## config.mk

```make
export PLATFORM = sky130hd
export DESIGN_NAME = tx_ramp_pll_calibration_ctrl
export DESIGN_NICKNAME = d
export VERILOG_FILES = /design/src/hdl/txpll_pkg.sv /design/src/hdl/serial_reg_port.sv /design/src/hdl/tx_ramp_pll_calibration_ctrl.sv
export SDC_FILE = /design/constraint.sdc
export NUM_CORES = 1
export LEC_CHECK = 0
export BUFFER_PORTS_ARGS = -buffer_cell sky130_fd_sc_hd__buf_2
export CORE_MARGIN = 5
export CORE_UTILIZATION = 65
export CTS_CLUSTER_DIAMETER = 30
export DETAILED_ROUTE_END_ITERATION = 10
export HOLD_SLACK_MARGIN = 0.08
export PLACE_DENSITY = 0.88
export SLEW_MARGIN = 10
export SYNTH_ARGS = -nofsm -noshare
export SYNTH_HDL_FRONTEND = slang
export SYNTH_HIERARCHICAL = 1
export SYNTH_SLANG_ARGS = --single-unit
```

## constraint.sdc

```tcl
create_clock -name core_clk -period 17.6 [get_ports core_clk]
set_input_delay 0.88 -clock core_clk [delete_from_list [all_inputs] [get_ports core_clk]]
set_output_delay 0.88 -clock core_clk [all_outputs]
set_load 0.005 [all_outputs]
```

## src/hdl/txpll_pkg.sv

```systemverilog
package txpll_pkg;

  // Clock and time base
  localparam int CLK_PERIOD_NS = 4;
  localparam int NS_PER_US = 1000;
  localparam int US_PER_MS = 1000;
  localparam int CYC_PER_US = NS_PER_US / CLK_PERIOD_NS;

  // Register offsets on the serial port
  localparam logic [6:0] ADDR_RAMP = 7'h52;
  localparam logic [6:0] ADDR_TUNE = 7'h53;
  localparam logic [6:0] ADDR_BOOST = 7'h54;
  localparam logic [6:0] ADDR_CAL = 7'h55;

  // Reset values; unknown bits come up as zero
  localparam logic [7:0] RAMP_RST = 8'h00;
  localparam logic [7:0] TUNE_RST = 8'h52;
  localparam logic [7:0] BOOST_RST = 8'h54;
  localparam logic [7:0] CAL_RST = 8'h44;

  // Writable stored bits of the calibration register (reserved bits read zero)
  localparam logic [7:0] CAL_STORE_MASK = 8'h55;

  // Field positions
  localparam int MOD_LSB = 4;
  localparam int LDO_LSB = 2;
  localparam int PA_LSB = 0;
  localparam int TS_LSB = 3;
  localparam int TO_LSB = 0;
  localparam int PRE_LSB = 2;
  localparam int XHALF_BIT = 6;
  localparam int FINE_BIT = 4;
  localparam int RCCAL_BIT = 3;
  localparam int DP_BIT = 2;
  localparam int VCOCAL_BIT = 1;
  localparam int SKIP_BIT = 0;

  // Timing steps in microseconds and long times in their own units
  localparam int MOD_STEP_US = 4;
  localparam int RAMP_STEP_US = 5;
  localparam int SETTLE_STEP_US = 10;
  localparam int VCO_CAL_US = 20;
  localparam int PRE_MULT = 4;
  localparam int RC_CAL_MS = 2;
  localparam int RC_FINE_S = 30;
  localparam int RC_CAL_CYC = RC_CAL_MS * US_PER_MS * CYC_PER_US;
  localparam longint RC_FINE_CYC = longint'(RC_FINE_S) * 64'd1000000000 / longint'(CLK_PERIOD_NS);

  typedef struct packed {
    logic wr;
    logic [6:0] addr;
    logic [7:0] wdata;
  } reg_req_t;

  typedef struct packed {
    logic ldo_ramp;
    logic pa_en;
    logic mod_en;
  } tx_ctrl_t;

  typedef enum logic [2:0] {
    S_IDLE, S_VCO_CAL, S_SETTLE, S_LDO_RAMP, S_PA_RAMP, S_MOD_DLY, S_TX, S_RAMP_DOWN
  } seq_state_t;

endpackage : txpll_pkg

```

## src/hdl/serial_reg_port.sv

```systemverilog
`timescale 1ns/10ps
module serial_reg_port
  import txpll_pkg::*;
(
  // Clock and reset
  input wire logic core_clk,
  input wire logic nrst,
  // Serial pins
  input wire logic spi_sck,
  input wire logic spi_nsel,
  input wire logic spi_sdi,
  output logic spi_sdo,
  // Register side
  output reg_req_t req,
  input wire logic [7:0] rdata
);

  logic sck_q;
  logic [3:0] bit_cnt;
  logic [6:0] shift_in;
  logic is_write;
  logic load_pend;
  logic [7:0] tx_shift;
  logic rise;
  logic fall;

  assign rise = spi_sck & ~sck_q;
  assign fall = ~spi_sck & sck_q;
  assign spi_sdo = tx_shift[7];

  always_ff @(posedge core_clk or negedge nrst) begin
    if (!nrst) begin
      sck_q <= 1'b0;
    end else begin
      sck_q <= spi_sck;
    end
  end

  ////////////////////////////////////////////////////////////////////////////
  // Frame: direction bit, 7 address bits, then bytes; address increments after each written byte
  always_ff @(posedge core_clk or negedge nrst) begin
    if (!nrst) begin
      bit_cnt <= 4'h0;
      shift_in <= 7'h00;
      is_write <= 1'b0;
      req <= '0;
      load_pend <= 1'b0;
    end else begin
      req.wr <= 1'b0;
      load_pend <= 1'b0;
      if (spi_nsel) begin
        bit_cnt <= 4'h0;
      end else if (rise) begin
        shift_in <= {shift_in[5:0], spi_sdi};
        if (bit_cnt == 4'h7) begin
          is_write <= shift_in[6];
          req.addr <= {shift_in[5:0], spi_sdi};
          load_pend <= ~shift_in[6];
          bit_cnt <= 4'h8;
        end else if (bit_cnt == 4'hf) begin
          req.wr <= is_write;
          req.wdata <= {shift_in, spi_sdi};
          bit_cnt <= 4'h8;
          load_pend <= ~is_write;
        end else begin
          bit_cnt <= bit_cnt + 4'h1;
        end
      end
      if (req.wr) begin
        req.addr <= req.addr + 7'h01;
      end
    end
  end

  ////////////////////////////////////////////////////////////////////////////
  // Read data, loaded one clock after the address byte so the new address has settled
  always_ff @(posedge core_clk or negedge nrst) begin
    if (!nrst) begin
      tx_shift <= 8'h00;
    end else if (spi_nsel) begin
      tx_shift <= 8'h00;
    end else if (load_pend) begin
      tx_shift <= rdata;
    end else if (fall && bit_cnt > 4'h8) begin
      tx_shift <= {tx_shift[6:0], 1'b0};
    end
  end

endmodule : serial_reg_port

```

## src/hdl/tx_ramp_pll_calibration_ctrl.sv

```systemverilog
`timescale 1ns/10ps
// Overview of operation
// - Wait programmed delay after the PA ramp, before modulation
// - Same modulation delay applied during PA ramp-down
// - Regulator ramp lasts 5, 10, 15, 20 us
// - PA ramp lasts 5, 10, 15, 20 us
// - Retune soft settling 0 to 310 us
// - Post-calibration settling 0 to 70 us
// - Cold start settling is soft plus post-cal
// - Soft settling resets to 100 us
// - Post-cal settling resets to 20 us
// - Bad preamble window is threshold times four
// - Halving bit halves crystal wake wait
// - Fine RC calibration repeats every 30 s
// - Force bit rising starts 2 ms RC calibration
// - Wake-up timer enable triggers RC calibration
// - Double precision lengthens VCO calibration
// - Force bit runs one VCO calibration
// - Skip bit omits VCO calibration before transmit
module tx_ramp_pll_calibration_ctrl
  import txpll_pkg::*;
#(
  parameter int CYCLES_PER_US = CYC_PER_US,
  parameter int RC_CNT_W = 20,
  parameter logic [RC_CNT_W-1:0] RC_CAL_CYCLES = RC_CNT_W'(RC_CAL_CYC),
  parameter int FINE_CNT_W = 33,
  parameter logic [FINE_CNT_W-1:0] RC_FINE_CYCLES = FINE_CNT_W'(RC_FINE_CYC)
) (
  // Clock and reset
  input wire logic core_clk,
  input wire logic nrst,
  // Serial register port
  input wire logic spi_sck,
  input wire logic spi_nsel,
  input wire logic spi_sdi,
  output logic spi_sdo,
  // Radio state inputs
  input wire logic pll_on,
  input wire logic tx_request,
  input wire logic retune_req,
  input wire logic wut_enable,
  input wire logic rc_osc_en,
  // Power-up path controls
  output tx_ctrl_t tx_ctrl,
  output logic vco_cal_busy,
  output logic vco_cal_long,
  output logic pll_settled,
  output logic rc_cal_busy,
  output logic xtal_wake_half,
  output logic [5:0] preamble_window
);

  localparam int TMR_W = 24;

  reg_req_t req;
  logic [7:0] ramp_reg;
  logic [7:0] tune_reg;
  logic [7:0] boost_reg;
  logic [7:0] cal_cfg;
  logic rc_force;
  logic vco_force;
  logic [7:0] rdata;
  seq_state_t state;
  seq_state_t next_state;
  logic [TMR_W-1:0] tmr;
  logic [TMR_W-1:0] next_tmr;
  logic tmr_done;

  serial_reg_port u_port (
    .core_clk(core_clk),
    .nrst(nrst),
    .spi_sck(spi_sck),
    .spi_nsel(spi_nsel),
    .spi_sdi(spi_sdi),
    .spi_sdo(spi_sdo),
    .req(req),
    .rdata(rdata)
  );

  function automatic logic [TMR_W-1:0] us2cyc(input int us);
    return TMR_W'(us * CYCLES_PER_US);
  endfunction : us2cyc

  // Field decodes in cycles
  logic [TMR_W-1:0] mod_cyc;
  logic [TMR_W-1:0] ldo_cyc;
  logic [TMR_W-1:0] pa_cyc;
  logic [TMR_W-1:0] ts_cyc;
  logic [TMR_W-1:0] to_cyc;
  logic [TMR_W-1:0] vco_cyc;
  assign mod_cyc = us2cyc(int'(ramp_reg[MOD_LSB +: 3]) * MOD_STEP_US);
  assign ldo_cyc = us2cyc((int'(ramp_reg[LDO_LSB +: 2]) + 1) * RAMP_STEP_US);
  assign pa_cyc = us2cyc((int'(ramp_reg[PA_LSB +: 2]) + 1) * RAMP_STEP_US);
  assign ts_cyc = us2cyc(int'(tune_reg[TS_LSB +: 5]) * SETTLE_STEP_US);
  assign to_cyc = us2cyc(int'(tune_reg[TO_LSB +: 3]) * SETTLE_STEP_US);
  assign vco_cyc = us2cyc(cal_cfg[DP_BIT] ? 2 * VCO_CAL_US : VCO_CAL_US);

  ////////////////////////////////////////////////////////////////////////////
  // Register file
  always_ff @(posedge core_clk or negedge nrst) begin
    if (!nrst) begin
      ramp_reg <= RAMP_RST;
      tune_reg <= TUNE_RST;
      boost_reg <= BOOST_RST;
      cal_cfg <= CAL_RST & CAL_STORE_MASK;
    end else if (req.wr) begin
      unique case (req.addr)
        ADDR_RAMP: ramp_reg <= req.wdata;
        ADDR_TUNE: tune_reg <= req.wdata;
        ADDR_BOOST: boost_reg <= req.wdata;
        ADDR_CAL: cal_cfg <= req.wdata & CAL_STORE_MASK;
        default: ;
      endcase
    end
  end

  // Unmapped addresses read zero
  always_comb begin
    unique case (req.addr)
      ADDR_RAMP: rdata = ramp_reg;
      ADDR_TUNE: rdata = tune_reg;
      ADDR_BOOST: rdata = boost_reg;
      ADDR_CAL: rdata = cal_cfg | ({7'h00, rc_force} << RCCAL_BIT) | ({7'h00, vco_force} << VCOCAL_BIT);
      default: rdata = 8'h00;
    endcase
  end

  logic wr_cal;
  assign wr_cal = req.wr && req.addr == ADDR_CAL;

  ////////////////////////////////////////////////////////////////////////////
  // VCO calibration force bit; only taken in idle with the PLL running
  always_ff @(posedge core_clk or negedge nrst) begin
    if (!nrst) begin
      vco_force <= 1'b0;
    end else if (wr_cal && req.wdata[VCOCAL_BIT] && state == S_IDLE && pll_on) begin
      vco_force <= 1'b1;
    end else if (state == S_VCO_CAL && tmr_done) begin
      vco_force <= 1'b0;
    end
  end

  ////////////////////////////////////////////////////////////////////////////
  // Sequencer
  assign tmr_done = tmr <= TMR_W'(1);

  always_comb begin
    next_state = state;
    next_tmr = (tmr == '0) ? tmr : tmr - TMR_W'(1);
    unique case (state)
      S_IDLE: begin
        if (vco_force && pll_on) begin
          next_state = S_VCO_CAL;
          next_tmr = vco_cyc;
        end else if (tx_request && cal_cfg[SKIP_BIT]) begin
          next_state = S_LDO_RAMP;
          next_tmr = ldo_cyc;
        end else if (tx_request) begin
          next_state = S_VCO_CAL;
          next_tmr = vco_cyc;
        end else if (retune_req && pll_on) begin
          next_state = S_SETTLE;
          next_tmr = ts_cyc;
        end
      end
      S_VCO_CAL: begin
        if (tmr_done) begin
          next_state = S_SETTLE;
          next_tmr = ts_cyc + to_cyc;
        end
      end
      S_SETTLE: begin
        if (tmr_done && tx_request) begin
          next_state = S_LDO_RAMP;
          next_tmr = ldo_cyc;
        end else if (tmr_done) begin
          next_state = S_IDLE;
        end
      end
      S_LDO_RAMP: begin
        if (tmr_done) begin
          next_state = S_PA_RAMP;
          next_tmr = pa_cyc;
        end
      end
      S_PA_RAMP: begin
        if (tmr_done) begin
          next_state = S_MOD_DLY;
          next_tmr = mod_cyc;
        end
      end
      S_MOD_DLY: begin
        if (tmr_done) begin
          next_state = S_TX;
        end
      end
      S_TX: begin
        if (!tx_request) begin
          next_state = S_RAMP_DOWN;
          next_tmr = mod_cyc;
        end
      end
      S_RAMP_DOWN: begin
        if (tmr_done) begin
          next_state = S_IDLE;
        end
      end
    endcase
  end

  always_ff @(posedge core_clk or negedge nrst) begin
    if (!nrst) begin
      state <= S_IDLE;
      tmr <= '0;
    end else begin
      state <= next_state;
      tmr <= next_tmr;
    end
  end

  // Outputs follow the next state so that they leave flip-flops in step with it
  always_ff @(posedge core_clk or negedge nrst) begin
    if (!nrst) begin
      tx_ctrl <= '0;
      vco_cal_busy <= 1'b0;
      pll_settled <= 1'b0;
    end else begin
      tx_ctrl.ldo_ramp <= next_state inside {S_LDO_RAMP, S_PA_RAMP, S_MOD_DLY, S_TX, S_RAMP_DOWN};
      tx_ctrl.pa_en <= next_state inside {S_PA_RAMP, S_MOD_DLY, S_TX, S_RAMP_DOWN};
      tx_ctrl.mod_en <= next_state == S_TX;
      vco_cal_busy <= next_state == S_VCO_CAL;
      pll_settled <= pll_on && !(next_state inside {S_VCO_CAL, S_SETTLE});
    end
  end

  // Static controls to the oscillator and demodulator
  always_ff @(posedge core_clk or negedge nrst) begin
    if (!nrst) begin
      vco_cal_long <= 1'b0;
      xtal_wake_half <= 1'b0;
      preamble_window <= 6'h00;
    end else begin
      vco_cal_long <= cal_cfg[DP_BIT];
      xtal_wake_half <= cal_cfg[XHALF_BIT];
      preamble_window <= 6'(int'(boost_reg[PRE_LSB +: 4]) * PRE_MULT);
    end
  end

  ////////////////////////////////////////////////////////////////////////////
  // RC oscillator calibration; nothing starts while the oscillator is off
  logic wut_q;
  logic [FINE_CNT_W-1:0] fine_cnt;
  logic fine_tick;
  logic [RC_CNT_W-1:0] rc_cnt;
  logic rc_start;
  logic rc_end;

  assign fine_tick = fine_cnt == RC_FINE_CYCLES;
  assign rc_end = rc_cal_busy && rc_cnt <= RC_CNT_W'(1);
  assign rc_start = !rc_cal_busy && rc_osc_en && (rc_force || fine_tick || (wut_enable && !wut_q));

  always_ff @(posedge core_clk or negedge nrst) begin
    if (!nrst) begin
      wut_q <= 1'b0;
      fine_cnt <= '0;
    end else begin
      wut_q <= wut_enable;
      if (!cal_cfg[FINE_BIT] || !rc_osc_en || fine_tick) begin
        fine_cnt <= '0;
      end else begin
        fine_cnt <= fine_cnt + FINE_CNT_W'(1);
      end
    end
  end

  // A new force request in the cycle a forced calibration ends is dropped; after a timer-started one it wins and restarts it
  always_ff @(posedge core_clk or negedge nrst) begin
    if (!nrst) begin
      rc_force <= 1'b0;
    end else if (wr_cal && req.wdata[RCCAL_BIT] && !rc_force && rc_osc_en) begin
      rc_force <= 1'b1;
    end else if (rc_end || !rc_osc_en) begin
      rc_force <= 1'b0;
    end
  end

  always_ff @(posedge core_clk or negedge nrst) begin
    if (!nrst) begin
      rc_cal_busy <= 1'b0;
      rc_cnt <= '0;
    end else if (rc_start) begin
      rc_cal_busy <= 1'b1;
      rc_cnt <= RC_CAL_CYCLES;
    end else if (rc_end) begin
      rc_cal_busy <= 1'b0;
      rc_cnt <= '0;
    end else if (rc_cal_busy) begin
      rc_cnt <= rc_cnt - RC_CNT_W'(1);
    end
  end

  ////////////////////////////////////////////////////////////////////////////
  // Checks: length of the state just left, compared to its programmed time
  logic [TMR_W-1:0] age;
  logic [TMR_W-1:0] prev_len;
  seq_state_t prev_state;
  logic settle_cold;

  function automatic logic [TMR_W-1:0] atleast1(input logic [TMR_W-1:0] c);
    return (c == '0) ? TMR_W'(1) : c;
  endfunction : atleast1

  always_ff @(posedge core_clk or negedge nrst) begin
    if (!nrst) begin
      age <= '0;
      prev_len <= '0;
      prev_state <= S_IDLE;
      settle_cold <= 1'b0;
    end else if (next_state != state) begin
      age <= '0;
      prev_len <= age + TMR_W'(1);
      prev_state <= state;
      settle_cold <= state == S_VCO_CAL || (state == S_SETTLE && settle_cold);
    end else begin
      age <= age + TMR_W'(1);
    end
  end

  AST_MOD_UP_DELAY: assert property (@(posedge core_clk) disable iff (!nrst)
    $rose(tx_ctrl.mod_en) |-> tx_ctrl.pa_en && prev_len == atleast1(mod_cyc))
    else $error("modulation start delay wrong");

  AST_MOD_DOWN_DELAY: assert property (@(posedge core_clk) disable iff (!nrst)
    $fell(tx_ctrl.pa_en) |-> prev_state == S_RAMP_DOWN && prev_len == atleast1(mod_cyc))
    else $error("ramp-down delay wrong");

  AST_LDO_RAMP_TIME: assert property (@(posedge core_clk) disable iff (!nrst)
    $rose(tx_ctrl.pa_en) |-> tx_ctrl.ldo_ramp && prev_len == ldo_cyc)
    else $error("regulator ramp time wrong");

  AST_PA_RAMP_TIME: assert property (@(posedge core_clk) disable iff (!nrst)
    (state == S_MOD_DLY && $past(state) == S_PA_RAMP) |-> !tx_ctrl.mod_en && prev_len == pa_cyc)
    else $error("PA ramp time wrong");

  AST_COLD_SETTLE: assert property (@(posedge core_clk) disable iff (!nrst)
    (prev_state == S_SETTLE && $past(state) == S_SETTLE && state != S_SETTLE && settle_cold)
      |-> prev_len == atleast1(ts_cyc + to_cyc))
    else $error("cold start settling time wrong");

  AST_TUNE_RESET: assert property (@(posedge core_clk)
    $rose(nrst) |-> tune_reg[TS_LSB +: 5] == TUNE_RST[TS_LSB +: 5] && tune_reg[TO_LSB +: 3] == TUNE_RST[TO_LSB +: 3])
    else $error("settling fields not at reset value");

  AST_RC_CLEAR: assert property (@(posedge core_clk) disable iff (!nrst)
    $fell(rc_cal_busy) && !$past(wr_cal) |-> !rc_force ##1 !rc_cal_busy || rc_force)
    else $error("RC force bit not cleared");

  AST_VCO_CLEAR: assert property (@(posedge core_clk) disable iff (!nrst)
    $fell(vco_cal_busy) |-> !vco_force && state == S_SETTLE)
    else $error("VCO force bit not cleared");

  AST_SKIP_VCO: assert property (@(posedge core_clk) disable iff (!nrst)
    (state == S_IDLE && tx_request && cal_cfg[SKIP_BIT] && !vco_force) |=> state == S_LDO_RAMP && !vco_cal_busy)
    else $error("VCO calibration not skipped");

endmodule : tx_ramp_pll_calibration_ctrl

```

# After elaboration in Yosys (flattened, before gate mapping)
# Index checks and enable logic that the tools add are counted.
[word_totals]
register_bits = 161
input_bits = 10
output_inout_bits = 15
[op_classes]
add_sub_neg = 8
n_mul = 10
n_lt_le_gt_ge = 3
n_eq_ne = 22
muxes = 54
bitwise = 10
reduce_logical = 50
[op_table]
columns = ["operator", "count"]
rows = [
  ["2-to-1 mux 24 bit", 10],
  ["case mux 24 bit (6 select lines)", 1],
  ["2-to-1 mux 20 bit", 3],
  ["multiplier 6 x 7 -> 13 bit (second input constant)", 4],
  ["2-to-1 mux 8 bit", 5],
  ["adder 33 x 1 -> 33 bit (second input constant)", 1],
  ["equality test 33 bit (second input constant)", 1],
  ["2-to-1 mux 3 bit", 11],
  ["2-to-1 mux 33 bit", 1],
  ["2-to-1 mux 16 bit", 2],
  ["case mux 8 bit (4 select lines)", 1],
  ["equality test 7 bit (second input constant)", 4],
  ["equality test 3 bit (second input constant)", 8],
  ["less-or-equal comparator 24 x 1 -> 1 bit (second input constant)", 1],
  ["zero test 24 bit", 1],
  ["case mux 3 bit (8 select lines)", 1],
  ["subtractor 24 x 1 -> 24 bit (second input constant)", 1],
  ["less-or-equal comparator 20 x 1 -> 1 bit (second input constant)", 1],
  ["subtractor 20 x 1 -> 20 bit (second input constant)", 1],
  ["adder 17 x 15 -> 18 bit", 1],
  ["logical AND 1 bit", 18],
  ["multiplier 3 x 3 -> 6 bit (second input constant)", 3],
  ["2-to-1 mux 4 bit", 4],
  ["multiplier 8 x 7 -> 15 bit (second input constant)", 1],
  ["other kinds (28)", 72],
]

# Depth between registers and ports, before layout
[depth]
ltp_word = 10
mapped_depth = 26
depth_no_buf = 26

# Cells and area by module
# The synthesis kept the hierarchy.
[by_module_without_submodules]
columns = ["module", "instances", "cells_per_inst", "area_per_inst_um2", "seq_area_each_um2"]
rows = [
  ["tx_ramp_pll_calibration_ctrl", 1, 1193, 10784.1, 3062.9],
  ["serial_reg_port", 1, 158, 1765.4, 950.9],
]

# Worst setup path after synthesis
# No wires, ideal clock.
[synth_timing]
kind = "flip-flop to flip-flop"
start = "register tune_reg[4]"
end = "register tmr[16]"
arrival_ps = 6044
t_required_ps = 17474
path_slack_ps = 11430
path_stages_with_launch = 24
n_path_buf = 0
cell_sequence = "dfstp_2 ha_1 ha_1 inv_1 fa_1 xnor2_1 ha_1 inv_1 fa_1 fa_1 fa_1 inv_1 ha_1 o31a_1 a31oi_1 xnor2_1 ha_1 nand2_1 nor2_1 a211oi_1 o221ai_1 or2_2 a31oi_1 o22ai_1"
[synth_via]
elab_chain_cells = 7
[synth_rtl]
columns = ["item", "line_no", "rtl"]
rows = [
  ["start: declaration", "tx_ramp_pll_calibration_ctrl.sv:57", "logic [7:0] tune_reg;"],
  ["start signal: assignment", "tx_ramp_pll_calibration_ctrl.sv:109", "ADDR_TUNE: tune_reg <= req.wdata;"],
  ["multiplier 5 x 3 -> 8 bit *", "tx_ramp_pll_calibration_ctrl.sv:94", "assign ts_cyc = us2cyc(int'(tune_reg[TS_LSB +: 5]) * SETTLE_STEP_US);"],
  ["multiplier 8 x 7 -> 15 bit *", "tx_ramp_pll_calibration_ctrl.sv:81", "return TMR_W'(us * CYCLES_PER_US);"],
  ["branches (longest 4 deep; another with adder 17 x 15 -> 18 bit)", "--", ""],
  ["case mux 24 bit (6 select lines) *", "tx_ramp_pll_calibration_ctrl.sv:150", "unique case (state)"],
  ["net next_tmr[16]", "tx_ramp_pll_calibration_ctrl.sv:66", "logic [TMR_W-1:0] next_tmr;"],
  ["end signal: assignment", "tx_ramp_pll_calibration_ctrl.sv:217", "tmr <= next_tmr;"],
  ["end: declaration", "tx_ramp_pll_calibration_ctrl.sv:65", "logic [TMR_W-1:0] tmr;"],
]
# Mark *: on every way through the listed nets, which the timed path passes.
# A chain may end at the register's enable or synchronous reset.

# Final worst setup path
# Same ends and word-level chain as after synthesis.

==> impl_metrics.toml <==
[outcome]
status = "completed"

[drt]
vias_per_cell = 6.47
m1WireLength_um = 13100
route.detailed.drc = 0
top_layer = "met4"
num_vias = 10500
drtIter0Drc = 1211
first_pass_iters = 6
wirelength_um = 32000
wl_met2_um = 15700
ant_nets = 0
avgRoutedWirePerCell_um = 19.6
wl_met3_um = 2210

[clock_tree]
cts_tree = "yes"
clk_pin_slew_ns = 0.08
htree_num_levels = 4
insertion_delay_ns = 0.45
clk_path_buf_depth = 2
post_cts.resized_instances = 0
cts_setup_buffers = 0
numCtsBuffers = 17
root_buffer = "clkbuf_16"
numClockSinks = 160
cts_hold_buf = 0

[placement]
portBuffers = 22
dp_cells = 1599
hpwl_um = 22800
gp_congestion = 1.00
post-place-ws_ns = 10.96

[critical_path]
critPathBufInv = 3
crit_cells = 23
required_ns = 17.91
reg2regPathDepth = 23
cp_slowest_cell = "dfstp_2"
crit_path_start_kind = "register"
endpoint_kind = "register"
critPathMaxFanout = 10
cp_common_cell = "ha_1"
slowest_delay_ns = 0.68
critPathKind = "reg -> reg"
arrival_ns = 7.02
cpLargestDelayFamily = "adder cells"
crit_path_cell_trace = "ha_1, ha_1, inv_1, fa_1, xnor2_1, ha_1, inv_1, fa_1, fa_1, fa_1, inv_1, ha_1, o31a_1, a31oi_1, xnor2_1, ha_1, nand2_1, nor2_1, a211oi_1, o221ai_1, or2_2, a31oi_1, o22ai_1"

[sta]
rsz0062_at_grt = "no"
period_share_pct = 38.2
worst_pin_slew_ns = 1.13
period_needed_ns = 6.72
final-setup-viol-count = 0
timing.slew.headroom_pct = 23.8
setup_tns_ns = 0
slew_viol_final = 0
fin_skew_ns = 0.0183
setup_slack_ns = 10.88
max_freq_ghz = 0.149
hold_violations = 0

[yosys]
syn_area_um2 = 12500
synth_common_cells = "152 x dfrtp_1, 130 x ha_1, 116 x nor2_1"
syn_inst = 1351
yosys.area_share.simple_pct = 17.5
synth_edf_count = 0
yosysWarnings = 6
synth_seq_cells = 160
synth_top_cell_area_share_pct = 30.3
syn_avg_cell_area_um2 = 9.29
synth.area.top_cells = "dfrtp_1 30%, ha_1 13%, fa_1 4.3%"
synth_top_family_by_area = "simple AND/OR/NAND/NOR gates"
synth_most_common_cell = "dfrtp_1"
synth_compound_area_share_pct = 15.6
async_reset_ff_share_pct = 100
synth_cell_types = 90
synth_adder_area_share_pct = 17.3
synth_seq_area_share_pct = 32.0
synth-xor-area-share_pct = 7.96
synth_area_leader_cell = "dfrtp_1"
synth_mux_area_share_pct = 5.29
synthFlopType = "dfrtp_1"

[pwr]
p_leak_nw = 6.47
power.density_nw_per_um2 = 78.1
ir_drop_mv = 0.0842

[layout]
diodes = 0
fill_cells = 1318
post-route-util_pct = 71.5
top_regs = "fine_cnt (33), tmr (24), rc_cnt (20)"
seq_area_um2 = 4010
fin_nets = 1525
largest_reg_flops = 33
syn2layout_area_growth_pct = 7.22
multi_input_area_um2 = 7980
drive_above_1_share_pct = 10.1
instances_no_fill = 1631
regMostFlops = "fine_cnt"

[floorplanning]
dieArea_um2 = 22200
start_util_pct = 66.6
die_y_um = 149
pin_count = 25
core-area_um2 = 18800
die_width_um = 149
fp-row-count = 50

[global_route]
overflow = 0
grt_pass1_vias = 10500
antenna_found_initial = 0
grt_usage_pct = 29.7
grt_max_degree = 83
grt_pass1_wl_um = 53200

[flow_run]
drv_cap = 0

[hold_path]
hold_path.class = "reg -> reg"
hold_depth = 0
==> area by class of cell <==
class	count	share of cell area (%)
clock buffer	18	3.26
tap	260	2.42
timing repair buffer	26	1.09
sequential	160	29.8
clock inverter	14	1.19
multi-input combinational	1050	59.3
inverter	103	2.87
==> routing by layer <==
metal  up-vias  track usage (%)
met1      5120             38.2
li1       4823                -
met3        99             5.07
met5         -                0
met4         0             10.6
met2       505             50.9
==> logic make-up after synthesis <==
logic type,Yosys count
simple gates,427
compound gates,289
flops,160
fa+ha+maj,157
buf+inv,142
xor+xnor,114
mux,61
other cells,1
==> cell usage in the layout (no fill, tap or decap), types with 27 or more instances in the layout <==
cell type / netlist / routed
xor2_1: 54 / 54
nor2_1: 116 / 116
o21ai_0: 75 / 75
a21oi_1: 54 / 54
nand2_1: 102 / 102
fa_1: 27 / 27
dfrtp_1: 152 / 152
ha_1: 130 / 130
xnor2_1: 60 / 60
nor3_1: 31 / 31
inv_1: 103 / 103
mux2_2: 43 / 43
nand3_1: 33 / 33
==> report_power, final <==
group          internal [mW]  total, mW  switching, mW
Combinational         0.0891      0.217          0.127
Sequential             0.402      0.450         0.0475
Clock                  0.195      0.384          0.189
==> through the flow <==
stage          total power [mW]  hold WS, ns  area [µm²]
4_1_cts                    1.05        0.420       13500
2_1_floorplan             0.604        0.368       12600
6_report                   1.05        0.418       13500
3_3_place_gp              0.657        0.410       12900
3_5_place_dp              0.665        0.411       12900
5_1_grt                    1.09        0.429       13500
==> worst paths after layout <==
check                                   from                 end  slack [ns]
min in group asynchronous               nrst             tmr[17]        0.45
worst max-delay path             tune_reg[4]             tmr[16]       10.88
max in group asynchronous               nrst  u_port/shift_in[0]       15.58
worst max register to register   tune_reg[4]             tmr[16]       10.88
worst min register to register  boost_reg[2]  preamble_window[2]        0.42
worst min-delay path            boost_reg[2]  preamble_window[2]        0.42
No activity file was read; power rests on OpenSTA's default activity.
